File: src/pkg/adcsq_consts.svh
`ifndef ADCSQ_CONSTS_SVH
`define ADCSQ_CONSTS_SVH

// -----------------------------------------------------------------
// Register byte offsets
// -----------------------------------------------------------------
`define ADCSQ_OFS_CLKPWR   4'h0
`define ADCSQ_OFS_CTRL     4'h4
`define ADCSQ_OFS_RES_LO   4'h8
`define ADCSQ_OFS_RES_HI   4'hC
`define ADCSQ_OFS_INTCTL   4'h0

// -----------------------------------------------------------------
// Field positions
// -----------------------------------------------------------------
`define ADCSQ_CP_TEST      7
`define ADCSQ_CP_PWROFF    6
`define ADCSQ_CT_START     7
`define ADCSQ_CT_BUSY      6
`define ADCSQ_IC_MASTER    0
`define ADCSQ_IC_CONV      1
`define ADCSQ_IC_FLAG      2

// -----------------------------------------------------------------
// Reset values and masks
// -----------------------------------------------------------------
`define ADCSQ_CLKPWR_RST   8'h80
`define ADCSQ_CLKPWR_MASK  8'hC7
`define ADCSQ_CTRL_RST     8'h40

// -----------------------------------------------------------------
// Timing
// -----------------------------------------------------------------
`define ADCSQ_CONV_TICKS   5'd16

`endif

File: src/pkg/adcsq_pkg.sv
package adcsq_pkg;

  typedef enum logic [1:0]
  {
    ADCSQ_IDLE  = 2'b00,
    ADCSQ_RESET = 2'b01,
    ADCSQ_CONV  = 2'b10
  } adcsq_state_t;

  typedef enum logic [2:0]
  {
    ADCSQ_DIV2  = 3'b000,
    ADCSQ_DIV8  = 3'b001,
    ADCSQ_DIV32 = 3'b010,
    ADCSQ_BAD3  = 3'b011,
    ADCSQ_DIV1  = 3'b100,
    ADCSQ_DIV4  = 3'b101,
    ADCSQ_DIV16 = 3'b110,
    ADCSQ_BAD7  = 3'b111
  } adcsq_div_t;

endpackage

File: src/design/adcsq_top.sv
`timescale 1ns/1ps
`include "adcsq_consts.svh"


module adcsq_top #(parameter int PINS = 8)
(
  input  wire logic            MCLK,           // System clock, 50 MHz
  input  wire logic            NRST,           // Async reset, active low
  input  wire logic [3:0]      AVS_ADDRESS,    // Byte address
  input  wire logic            AVS_READ,       // Read strobe
  input  wire logic            AVS_WRITE,      // Write strobe
  input  wire logic [3:0]      AVS_BYTEENABLE, // Byte lanes
  input  wire logic [31:0]     AVS_WRITEDATA,  // Write data
  output logic      [31:0]     AVS_READDATA,   // Read data
  output logic                 AVS_WAITREQUEST,// Wait request
  input  wire logic [11:0]     CONV_RESULT,    // Result from analog core
  input  wire logic [PINS-1:0] PULL_EN,        // Software pull-high enables
  input  wire logic [PINS-1:0] PORT_DIR,       // Software port directions
  output logic                 CONV_POWER_ON,  // Analog core powered
  output logic                 CONV_RESET,     // Analog core held in reset
  output logic                 CONV_CLK_TICK,  // Conversion clock tick
  output logic [2:0]           CHANNEL_SEL,    // Input channel select
  output logic [PINS-1:0]      ANALOG_SEL,     // Pin used as analog input
  output logic [PINS-1:0]      PULL_ACTIVE,    // Effective pull-high
  output logic [PINS-1:0]      DIR_ACTIVE,     // Effective direction
  output logic                 IRQ_REQ         // Converter interrupt request
);

  if (PINS < 1 || PINS > 8)
    $error("PINS must be 1..8");

  // ---------------------------------------------------------------
  // Register state
  // ---------------------------------------------------------------
  logic       test_bit;
  logic       converter_power_off;
  logic [2:0] conversion_clock_divider_select;
  logic       start;
  logic       conversion_busy_flag;
  logic [2:0] analog_pin_config;
  logic [2:0] input_channel_select;
  logic       master_interrupt_enable, converter_interrupt_enable;
  logic       irq_flag;
  logic [11:0] result;
  logic [4:0] tick_cnt;
  logic       done, tick, pwr_on;
  logic [PINS-1:0] analog_w, pull_w, dir_w;
  adcsq_pkg::adcsq_state_t state;

  // ---------------------------------------------------------------
  // Bus decode
  // ---------------------------------------------------------------
  logic       wr_acc, wr_cp, wr_ct, wr_ic, start_rise, start_fall;

  // One wait cycle per access so every answer comes from a register
  assign wr_acc = AVS_WRITE && !AVS_WAITREQUEST;
  assign wr_cp  = wr_acc && AVS_BYTEENABLE[0] && AVS_ADDRESS == `ADCSQ_OFS_CLKPWR;
  assign wr_ct  = wr_acc && AVS_BYTEENABLE[0] && AVS_ADDRESS == `ADCSQ_OFS_CTRL;
  // Interrupt control shares word 0 in byte lane 1
  assign wr_ic  = wr_acc && AVS_BYTEENABLE[1] && AVS_ADDRESS == `ADCSQ_OFS_INTCTL;
  assign start_rise = wr_ct && !start && AVS_WRITEDATA[`ADCSQ_CT_START];
  assign start_fall = wr_ct && start && !AVS_WRITEDATA[`ADCSQ_CT_START];

  always_ff @(posedge MCLK or negedge NRST)
  begin
    if (!NRST)
      AVS_WAITREQUEST <= 1'b1;
    else
      AVS_WAITREQUEST <= !(AVS_WAITREQUEST && (AVS_READ || AVS_WRITE));
  end

  // ---------------------------------------------------------------
  // Clock and power control
  // ---------------------------------------------------------------
  always_ff @(posedge MCLK or negedge NRST)
  begin
    if (!NRST)
    begin
      test_bit                        <= 1'b1;
      converter_power_off             <= 1'b0;
      conversion_clock_divider_select <= 3'b000;
    end
    else if (wr_cp)
    begin
      test_bit                        <= AVS_WRITEDATA[`ADCSQ_CP_TEST];
      converter_power_off             <= AVS_WRITEDATA[`ADCSQ_CP_PWROFF];
      conversion_clock_divider_select <= AVS_WRITEDATA[2:0];
    end
  end

  // ---------------------------------------------------------------
  // Converter control
  // ---------------------------------------------------------------
  always_ff @(posedge MCLK or negedge NRST)
  begin
    if (!NRST)
    begin
      start                <= 1'b0;
      analog_pin_config    <= 3'b000;
      input_channel_select <= 3'b000;
    end
    else if (wr_ct)
    begin
      start                <= AVS_WRITEDATA[`ADCSQ_CT_START];
      analog_pin_config    <= AVS_WRITEDATA[5:3];
      input_channel_select <= AVS_WRITEDATA[2:0];
    end
  end

  assign pwr_on = !converter_power_off && analog_pin_config != 3'b000;

  adcsq_clkdiv u_div
  (
    .clk     (MCLK),
    .rst_n   (NRST),
    .restart (start_fall),
    .sel     (conversion_clock_divider_select),
    .tick    (tick)
  );

  // ---------------------------------------------------------------
  // Conversion sequencer
  // ---------------------------------------------------------------
  assign done = state == adcsq_pkg::ADCSQ_CONV && tick && tick_cnt == `ADCSQ_CONV_TICKS - 5'd1;

  always_ff @(posedge MCLK or negedge NRST)
  begin
    if (!NRST)
    begin
      state    <= adcsq_pkg::ADCSQ_IDLE;
      tick_cnt <= 5'd0;
    end
    else if (start_rise || !pwr_on)
    begin
      state    <= start_rise ? adcsq_pkg::ADCSQ_RESET : adcsq_pkg::ADCSQ_IDLE;
      tick_cnt <= 5'd0;
    end
    else
    begin
      unique case (state)
        adcsq_pkg::ADCSQ_IDLE:
          tick_cnt <= 5'd0;
        adcsq_pkg::ADCSQ_RESET:
          if (start_fall)
          begin
            state    <= adcsq_pkg::ADCSQ_CONV;
            tick_cnt <= 5'd0;
          end
        adcsq_pkg::ADCSQ_CONV:
          if (done)
            state <= adcsq_pkg::ADCSQ_IDLE;
          else if (tick)
            tick_cnt <= tick_cnt + 5'd1;
        default:
          state <= adcsq_pkg::ADCSQ_IDLE;
      endcase
    end
  end

  // Busy resets to 1 until a conversion has finished
  always_ff @(posedge MCLK or negedge NRST)
  begin
    if (!NRST)
      conversion_busy_flag <= 1'b1;
    else if (start_rise)
      conversion_busy_flag <= 1'b1;
    else if (done)
      conversion_busy_flag <= 1'b0;
  end

  always_ff @(posedge MCLK or negedge NRST)
  begin
    if (!NRST)
      result <= 12'h000;
    else if (done)
      result <= CONV_RESULT;
  end

  // ---------------------------------------------------------------
  // Interrupt request
  // ---------------------------------------------------------------
  always_ff @(posedge MCLK or negedge NRST)
  begin
    if (!NRST)
    begin
      master_interrupt_enable    <= 1'b0;
      converter_interrupt_enable <= 1'b0;
    end
    else if (wr_ic)
    begin
      master_interrupt_enable    <= AVS_WRITEDATA[8 + `ADCSQ_IC_MASTER];
      converter_interrupt_enable <= AVS_WRITEDATA[8 + `ADCSQ_IC_CONV];
    end
  end

  // Set wins over a simultaneous software clear
  always_ff @(posedge MCLK or negedge NRST)
  begin
    if (!NRST)
      irq_flag <= 1'b0;
    else if (done)
      irq_flag <= 1'b1;
    else if (wr_ic && !AVS_WRITEDATA[8 + `ADCSQ_IC_FLAG])
      irq_flag <= 1'b0;
  end

  // ---------------------------------------------------------------
  // Pins and outputs
  // ---------------------------------------------------------------
  adcsq_pinmux #(.PINS(PINS)) u_pins
  (
    .cfg      (analog_pin_config),
    .pull_en  (PULL_EN),
    .dir_in   (PORT_DIR),
    .analog   (analog_w),
    .pull_out (pull_w),
    .dir_out  (dir_w)
  );

  always_ff @(posedge MCLK or negedge NRST)
  begin
    if (!NRST)
    begin
      CONV_POWER_ON <= 1'b0;
      CONV_RESET    <= 1'b1;
      CONV_CLK_TICK <= 1'b0;
      CHANNEL_SEL   <= 3'b000;
      ANALOG_SEL    <= '0;
      PULL_ACTIVE   <= '0;
      DIR_ACTIVE    <= '0;
      IRQ_REQ       <= 1'b0;
    end
    else
    begin
      CONV_POWER_ON <= pwr_on;
      CONV_RESET    <= state != adcsq_pkg::ADCSQ_CONV;
      CONV_CLK_TICK <= tick;
      CHANNEL_SEL   <= input_channel_select;
      ANALOG_SEL    <= analog_w;
      PULL_ACTIVE   <= pull_w;
      DIR_ACTIVE    <= dir_w;
      IRQ_REQ       <= irq_flag && master_interrupt_enable && converter_interrupt_enable;
    end
  end

  // ---------------------------------------------------------------
  // Read mux
  // ---------------------------------------------------------------
  always_ff @(posedge MCLK or negedge NRST)
  begin
    if (!NRST)
      AVS_READDATA <= 32'h0000_0000;
    else if (AVS_READ && AVS_WAITREQUEST)
    begin
      unique case (AVS_ADDRESS)
        `ADCSQ_OFS_CLKPWR: AVS_READDATA <= {21'h0, irq_flag, converter_interrupt_enable,
          master_interrupt_enable, test_bit, converter_power_off, 3'b000,
          conversion_clock_divider_select};
        `ADCSQ_OFS_CTRL:   AVS_READDATA <= {24'h0, start, conversion_busy_flag,
          analog_pin_config, input_channel_select};
        `ADCSQ_OFS_RES_LO: AVS_READDATA <= {24'h0, result[3:0], 4'h0};
        `ADCSQ_OFS_RES_HI: AVS_READDATA <= {24'h0, result[11:4]};
        default:           AVS_READDATA <= 32'h0000_0000;
      endcase
    end
  end

  // ---------------------------------------------------------------
  // Checks
  // ---------------------------------------------------------------
  property p_busy_done;
    @(posedge MCLK) disable iff (!NRST) done |=> !conversion_busy_flag;
  endproperty
  a_busy_done: assert property (p_busy_done) else $error("Busy not cleared");

  property p_irq_done;
    @(posedge MCLK) disable iff (!NRST) done |=> irq_flag;
  endproperty
  a_irq_done: assert property (p_irq_done) else $error("Flag not set");

  property p_reset_busy;
    @(posedge MCLK) disable iff (!NRST) state == adcsq_pkg::ADCSQ_RESET |-> conversion_busy_flag ##1 CONV_RESET;
  endproperty
  a_reset_busy: assert property (p_reset_busy) else $error("Reset hold broken");

  property p_pwr;
    @(posedge MCLK) disable iff (!NRST) converter_power_off |=> !CONV_POWER_ON;
  endproperty
  a_pwr: assert property (p_pwr) else $error("Power not off");

  property p_cfg0;
    @(posedge MCLK) disable iff (!NRST) analog_pin_config == 3'b000 |=> !CONV_POWER_ON && ANALOG_SEL == '0;
  endproperty
  a_cfg0: assert property (p_cfg0) else $error("Config zero not off");

  property p_pull;
    @(posedge MCLK) disable iff (!NRST) ##1 (ANALOG_SEL & PULL_ACTIVE) == '0;
  endproperty
  a_pull: assert property (p_pull) else $error("Pull on analog pin");

  property p_start;
    @(posedge MCLK) disable iff (!NRST) state == adcsq_pkg::ADCSQ_RESET && start_fall && pwr_on
      |=> state == adcsq_pkg::ADCSQ_CONV && tick_cnt == 5'd0;
  endproperty
  a_start: assert property (p_start) else $error("Start not taken");

  property p_count;
    @(posedge MCLK) disable iff (!NRST) done |-> tick_cnt == 5'd15 && tick;
  endproperty
  a_count: assert property (p_count) else $error("Wrong length");

endmodule

File: src/design/adcsq_clkdiv.sv
`timescale 1ns/1ps
`include "adcsq_consts.svh"

module adcsq_clkdiv
(
  input  wire logic       clk,     // System clock
  input  wire logic       rst_n,   // Async reset
  input  wire logic       restart, // Realign prescaler
  input  wire logic [2:0] sel,     // Divider select
  output logic            tick     // One conversion clock period
);

  logic [4:0] cnt;
  logic [4:0] last;

  // mapping; unusable codes fall back to /2
  always_comb
  begin
    unique case (adcsq_pkg::adcsq_div_t'(sel))
      adcsq_pkg::ADCSQ_DIV1:  last = 5'h00;
      adcsq_pkg::ADCSQ_DIV2:  last = 5'h01;
      adcsq_pkg::ADCSQ_DIV4:  last = 5'h03;
      adcsq_pkg::ADCSQ_DIV8:  last = 5'h07;
      adcsq_pkg::ADCSQ_DIV16: last = 5'h0F;
      adcsq_pkg::ADCSQ_DIV32: last = 5'h1F;
      default:                last = 5'h01;
    endcase
  end

  always_ff @(posedge clk or negedge rst_n)
  begin
    if (!rst_n)
      cnt <= 5'h00;
    else if (restart || cnt >= last)
      cnt <= 5'h00;
    else
      cnt <= cnt + 5'h01;
  end

  assign tick = !restart && (cnt >= last);

endmodule

File: src/design/adcsq_pinmux.sv
`timescale 1ns/1ps

module adcsq_pinmux #(parameter int PINS = 8)
(
  input  wire logic [2:0]      cfg,      // Analog pin configuration
  input  wire logic [PINS-1:0] pull_en,  // Software pull-high enables
  input  wire logic [PINS-1:0] dir_in,   // Software port directions
  output logic      [PINS-1:0] analog,   // Pin used as analog input
  output logic      [PINS-1:0] pull_out, // Effective pull-high
  output logic      [PINS-1:0] dir_out   // Effective direction, 1 = input
);

  // Config n enables the first n pins as analog inputs
  for (genvar i = 0; i < PINS; i++)
  begin : g_pin
    assign analog[i]   = (int'(cfg) > i);
    assign pull_out[i] = pull_en[i] && !analog[i];
    assign dir_out[i]  = analog[i] ? 1'b1 : dir_in[i];
  end

endmodule

File: config.mk
export PLATFORM = sky130hd
export DESIGN_NAME = adcsq_top
export DESIGN_NICKNAME = d
export VERILOG_FILES = /design/src/pkg/adcsq_pkg.sv /design/src/design/adcsq_top.sv /design/src/design/adcsq_clkdiv.sv /design/src/design/adcsq_pinmux.sv
export VERILOG_INCLUDE_DIRS = /design/src /design/src/pkg
export SDC_FILE = /design/constraint.sdc
export NUM_CORES = 1
export LEC_CHECK = 0
export ABC_AREA = 1
export BUFFER_PORTS_ARGS = -buffer_cell sky130_fd_sc_hd__buf_2
export CAP_MARGIN = 20
export CORE_MARGIN = 5
export CORE_UTILIZATION = 50
export DETAILED_ROUTE_END_ITERATION = 7
export HOLD_SLACK_MARGIN = 0.08
export PLACE_DENSITY_LB_ADDON = 0.12
export SYNTH_ARGS = -nofsm -noshare
export SYNTH_HDL_FRONTEND = slang
export SYNTH_SLANG_ARGS = --single-unit
File: constraint.sdc
create_clock -name MCLK -period 2.3 [get_ports MCLK]
set_input_delay 0.23 -clock MCLK [delete_from_list [all_inputs] [get_ports MCLK]]
set_output_delay 0.23 -clock MCLK [all_outputs]
set_load 0.03 [all_outputs]
==> impl_metrics.env <==
export IMPL_rsz0062_at_grt="false"
export IMPL_fp_dieW_um=96.6
export IMPL_seq_area_frac_synth_pct=54.9
export IMPL_reg2reg_from="conversion_clock_divider_select[0]"
export IMPL_rows=31
export IMPL_tns_ps=0
export IMPL_wl_per_cell_um=13.0
export IMPL_avgSynthCellArea_um2=9.18
export IMPL_grt_overflow_total=0
export IMPL_arrival_ps=2260
export IMPL_reg2reg_slack_ps=290
export IMPL_status="finished, final reports clean"
export IMPL_nNetsFinal=611
export IMPL_synth_top_area_cell="dfrtp_1"
export IMPL_crit_chain="inv_1, nor2_1, a21oi_1, ha_1, nand2_1, nor2_1, nand2_1, nand3_2, nand3_4, nand3_1, nand2_1, nand3_1, nand2_1"
export IMPL_clock_sinks=82
export IMPL_dp_cells=593
export IMPL_grt_use_total_pct=18.3
export IMPL_ios=136
export IMPL_relSlewSlack_pct=60.5
export IMPL_antenna_found_initial=0
export IMPL_syn_inst=408
export IMPL_yosysTopAreaCellShare_pct=52.1
export IMPL_finalHoldViolations=0
export IMPL_clk_path_buf_depth=2
export IMPL_routed_via_density=4.64
export IMPL_setup_viol=0
export IMPL_drtIter0Drc=93
export IMPL_fillers=627
export IMPL_ys_warn_count=0
export IMPL_cts_buffers=9
export IMPL_peakVddDrop_mv=0.380
export IMPL_required_ps=2550
export IMPL_fmax_mhz=496
export IMPL_min_period_over_period_pct=87.6
export IMPL_critPathKind="flip-flop to flip-flop"
export IMPL_drt_wl_total_um=8230
export IMPL_top_usage_layer="met2"
export IMPL_ant_nets=0
export IMPL_die_h_um=96.6
export IMPL_fin_skew_ps=9.70
export IMPL_p_per_area_nw_per_um2=816
export IMPL_leakage_nw=2.53
export IMPL_drcViolationCount=0
export IMPL_die_area_um2=9330
export IMPL_grt_max_degree=50
export IMPL_synth_cell_area_um2=3750
export IMPL_io_buffers=90
export IMPL_worstSetupStartpoint="conversion_clock_divider_select[0]"
export IMPL_synthTopCellsByArea="dfrtp_1 (52%), nand2_1 (11%), inv_1 (4.5%)"
export IMPL_layout_common_cells="nand2_1 (111), buf_2 (89), dfrtp_1 (78), inv_1 (45), nor2_1 (27)"
export IMPL_whs_path_depth=3
export IMPL_finalWeightedCongestion=0.794
export IMPL_synth_cell_type_count=34
export IMPL_final_common_cell="nand2_1"
export IMPL_met1_usage_pct=23.6
export IMPL_use_met3_pct=3.25
export IMPL_clk_latency_ps=360
export IMPL_cp_max_fo=10
export IMPL_drive_gt1_share_pct=28.3
export IMPL_grt_pass1_vias=2813
export IMPL_clk_pin_slew_ps=90
export IMPL_cts_tree="done"
export IMPL_ff2ff_path_depth=13
export IMPL_drv_cap=0
export IMPL_synth_seq_cells=82
export IMPL_cts_root_buf="clkbuf_8"
export IMPL_end_kind="flip-flop"
export IMPL_slowest_delay_ps=390
export IMPL_use_met2_pct=30.8
export IMPL_period_minus_slack_ps=2010
export IMPL_holdWs_ps=83.4
export IMPL_crit_top_cell="nand2_1"
export IMPL_tightest_slew_ps=590
export IMPL_grt_pass1_wl_um=13000
export IMPL_crit_slowest_cell="dfrtp_1"
export IMPL_vias=2932
export IMPL_final_seq_area_um2=2060
export IMPL_crit_path_start_kind="flip-flop"
export IMPL_multiInputGateArea_um2=1410
export IMPL_coreArea_um2=7290
export IMPL_place_hpwl_um=5920
export IMPL_htreeDepth=3
export IMPL_crit_end="tick_cnt[4]"
export IMPL_timing_rr_end="tick_cnt[4]"
export IMPL_dr_pass1_iters=4
export IMPL_start_util_pct=51.4
export IMPL_n_antenna_cell=0
export IMPL_stdcell_count=632
export IMPL_finalMaxSlewViolations=0
export IMPL_area_growth_pct=26.1
export IMPL_min_path_type="primary input to flip-flop"
export IMPL_power_w=0.00385
-- repair_timing --
item,in CTS,in global routing
setup endpoints to repair,0,20
resized for setup,0,4
hold buffers,23,0
setup buffers,0,0
hold endpoints to repair,53,0
-- worst max-delay path, delay by kind of cell (launching register included) --
kind | cells | cell delay [ps]
buffers and inverters | 1 | 80
AO/OA/AOI/OAI | 1 | 90
AND/OR/NAND/NOR | 10 | 1060
flip-flops | 1 | 390
adder cells (fa/ha/maj) | 1 | 290
-- sequential cells by signal (all words and copies together) (netlist names), 2 cells and up --
name                             count
ANALOG_SEL                           7
AVS_READDATA                        11
CHANNEL_SEL                          3
DIR_ACTIVE                           8
PULL_ACTIVE                          8
analog_pin_config                    3
conversion_clock_divider_select      3
input_channel_select                 3
result                              12
state                                2
tick_cnt                             5
u_div.cnt                            5
-- where the power goes --
| group | switching [W] | leakage, nW | internal, W |
|---|---|---|---|
| Clock | 0.000549 | 0.118 | 0.000657 |
| Combinational | 0.000649 | 1.41 | 0.000291 |
| Sequential | 0.0000896 | 0.998 | 0.00162 |
| Total | 0.00129 | 2.53 | 0.00257 |
-- per-stage QoR --
| stage | instance area (um^2) | utilization [%] | setup slack (ps) |
|---|---|---|---|
| 2_1_floorplan | 3830 | - | 483 |
| 3_3_place_gp | 4250 | 58.2 | 224 |
| 3_5_place_dp | 4250 | 58.2 | 135 |
| 4_1_cts | 4710 | 64.6 | 114 |
| 5_1_grt | 4720 | 64.8 | 4.22 |
| 6_report | 4720 | 64.8 | 285 |
-- worst min path at each step --
stage | end | start | slack (ps)
6_report | analog_pin_config[2] | AVS_WRITEDATA[5] | 80
5_1_grt | analog_pin_config[2] | AVS_WRITEDATA[5] | 80
4_1_cts | analog_pin_config[2] | AVS_WRITEDATA[5] | 80
3_5_place_dp | AVS_READDATA[8] | NRST | 210
3_3_place_gp | master_interrupt_enable | NRST | 200
2_1_floorplan | ANALOG_SEL[0] | NRST | -70
-- final cells by class --
| cell class | count | share of cell area (%) |
|---|---|---|
| Sequential cell | 82 | 43.5 |
| Timing Repair Buffer | 116 | 15.2 |
| Multi-Input combinational cell | 269 | 29.7 |
| Tap cell | 99 | 2.62 |
| Inverter | 50 | 3.97 |
| Clock buffer | 10 | 2.91 |
| Clock inverter | 6 | 2.01 |
-- Yosys cell counts (all sizes together) --
library cell and count:
nor2 37, o21ai 27, a221oi 1, xnor2 2
xor2 3, dfstp 4, nand4 5, o2111ai 2
o31ai 3, mux2 2, nand2 118, nor3 5
ha 11, conb 1, clkbuf 3, or2 7
dfrtp 78, inv 50, a21oi 6, nand3 17
and3 1, buf 25
-- logic make-up (layout without fill, tap and decap cells) --
kind of cell             Yosys count  in the layout  share of synthesized area (%)
XOR/XNOR                           5              5                           1.17
AND/OR/NAND/NOR                  190            190                           23.7
buffers and inverters             78            182                           10.1
adder cells (fa/ha/maj)           11             11                           3.67
multiplexers                       2              2                          0.601
other                              1             22                          0.100
flip-flops                        82             82                           54.9
AO/OA/AOI/OAI                     39             39                           5.71
-- layer usage --
metal | part of all wire, % | vias up
li1 | - | 1473
met1 | 43 | 1365
met2 | 48 | 81
met3 | 6.9 | 13
met4 | 1.6 | 0
met5 | 0 | -
Power figures use the tool's default switching activity.
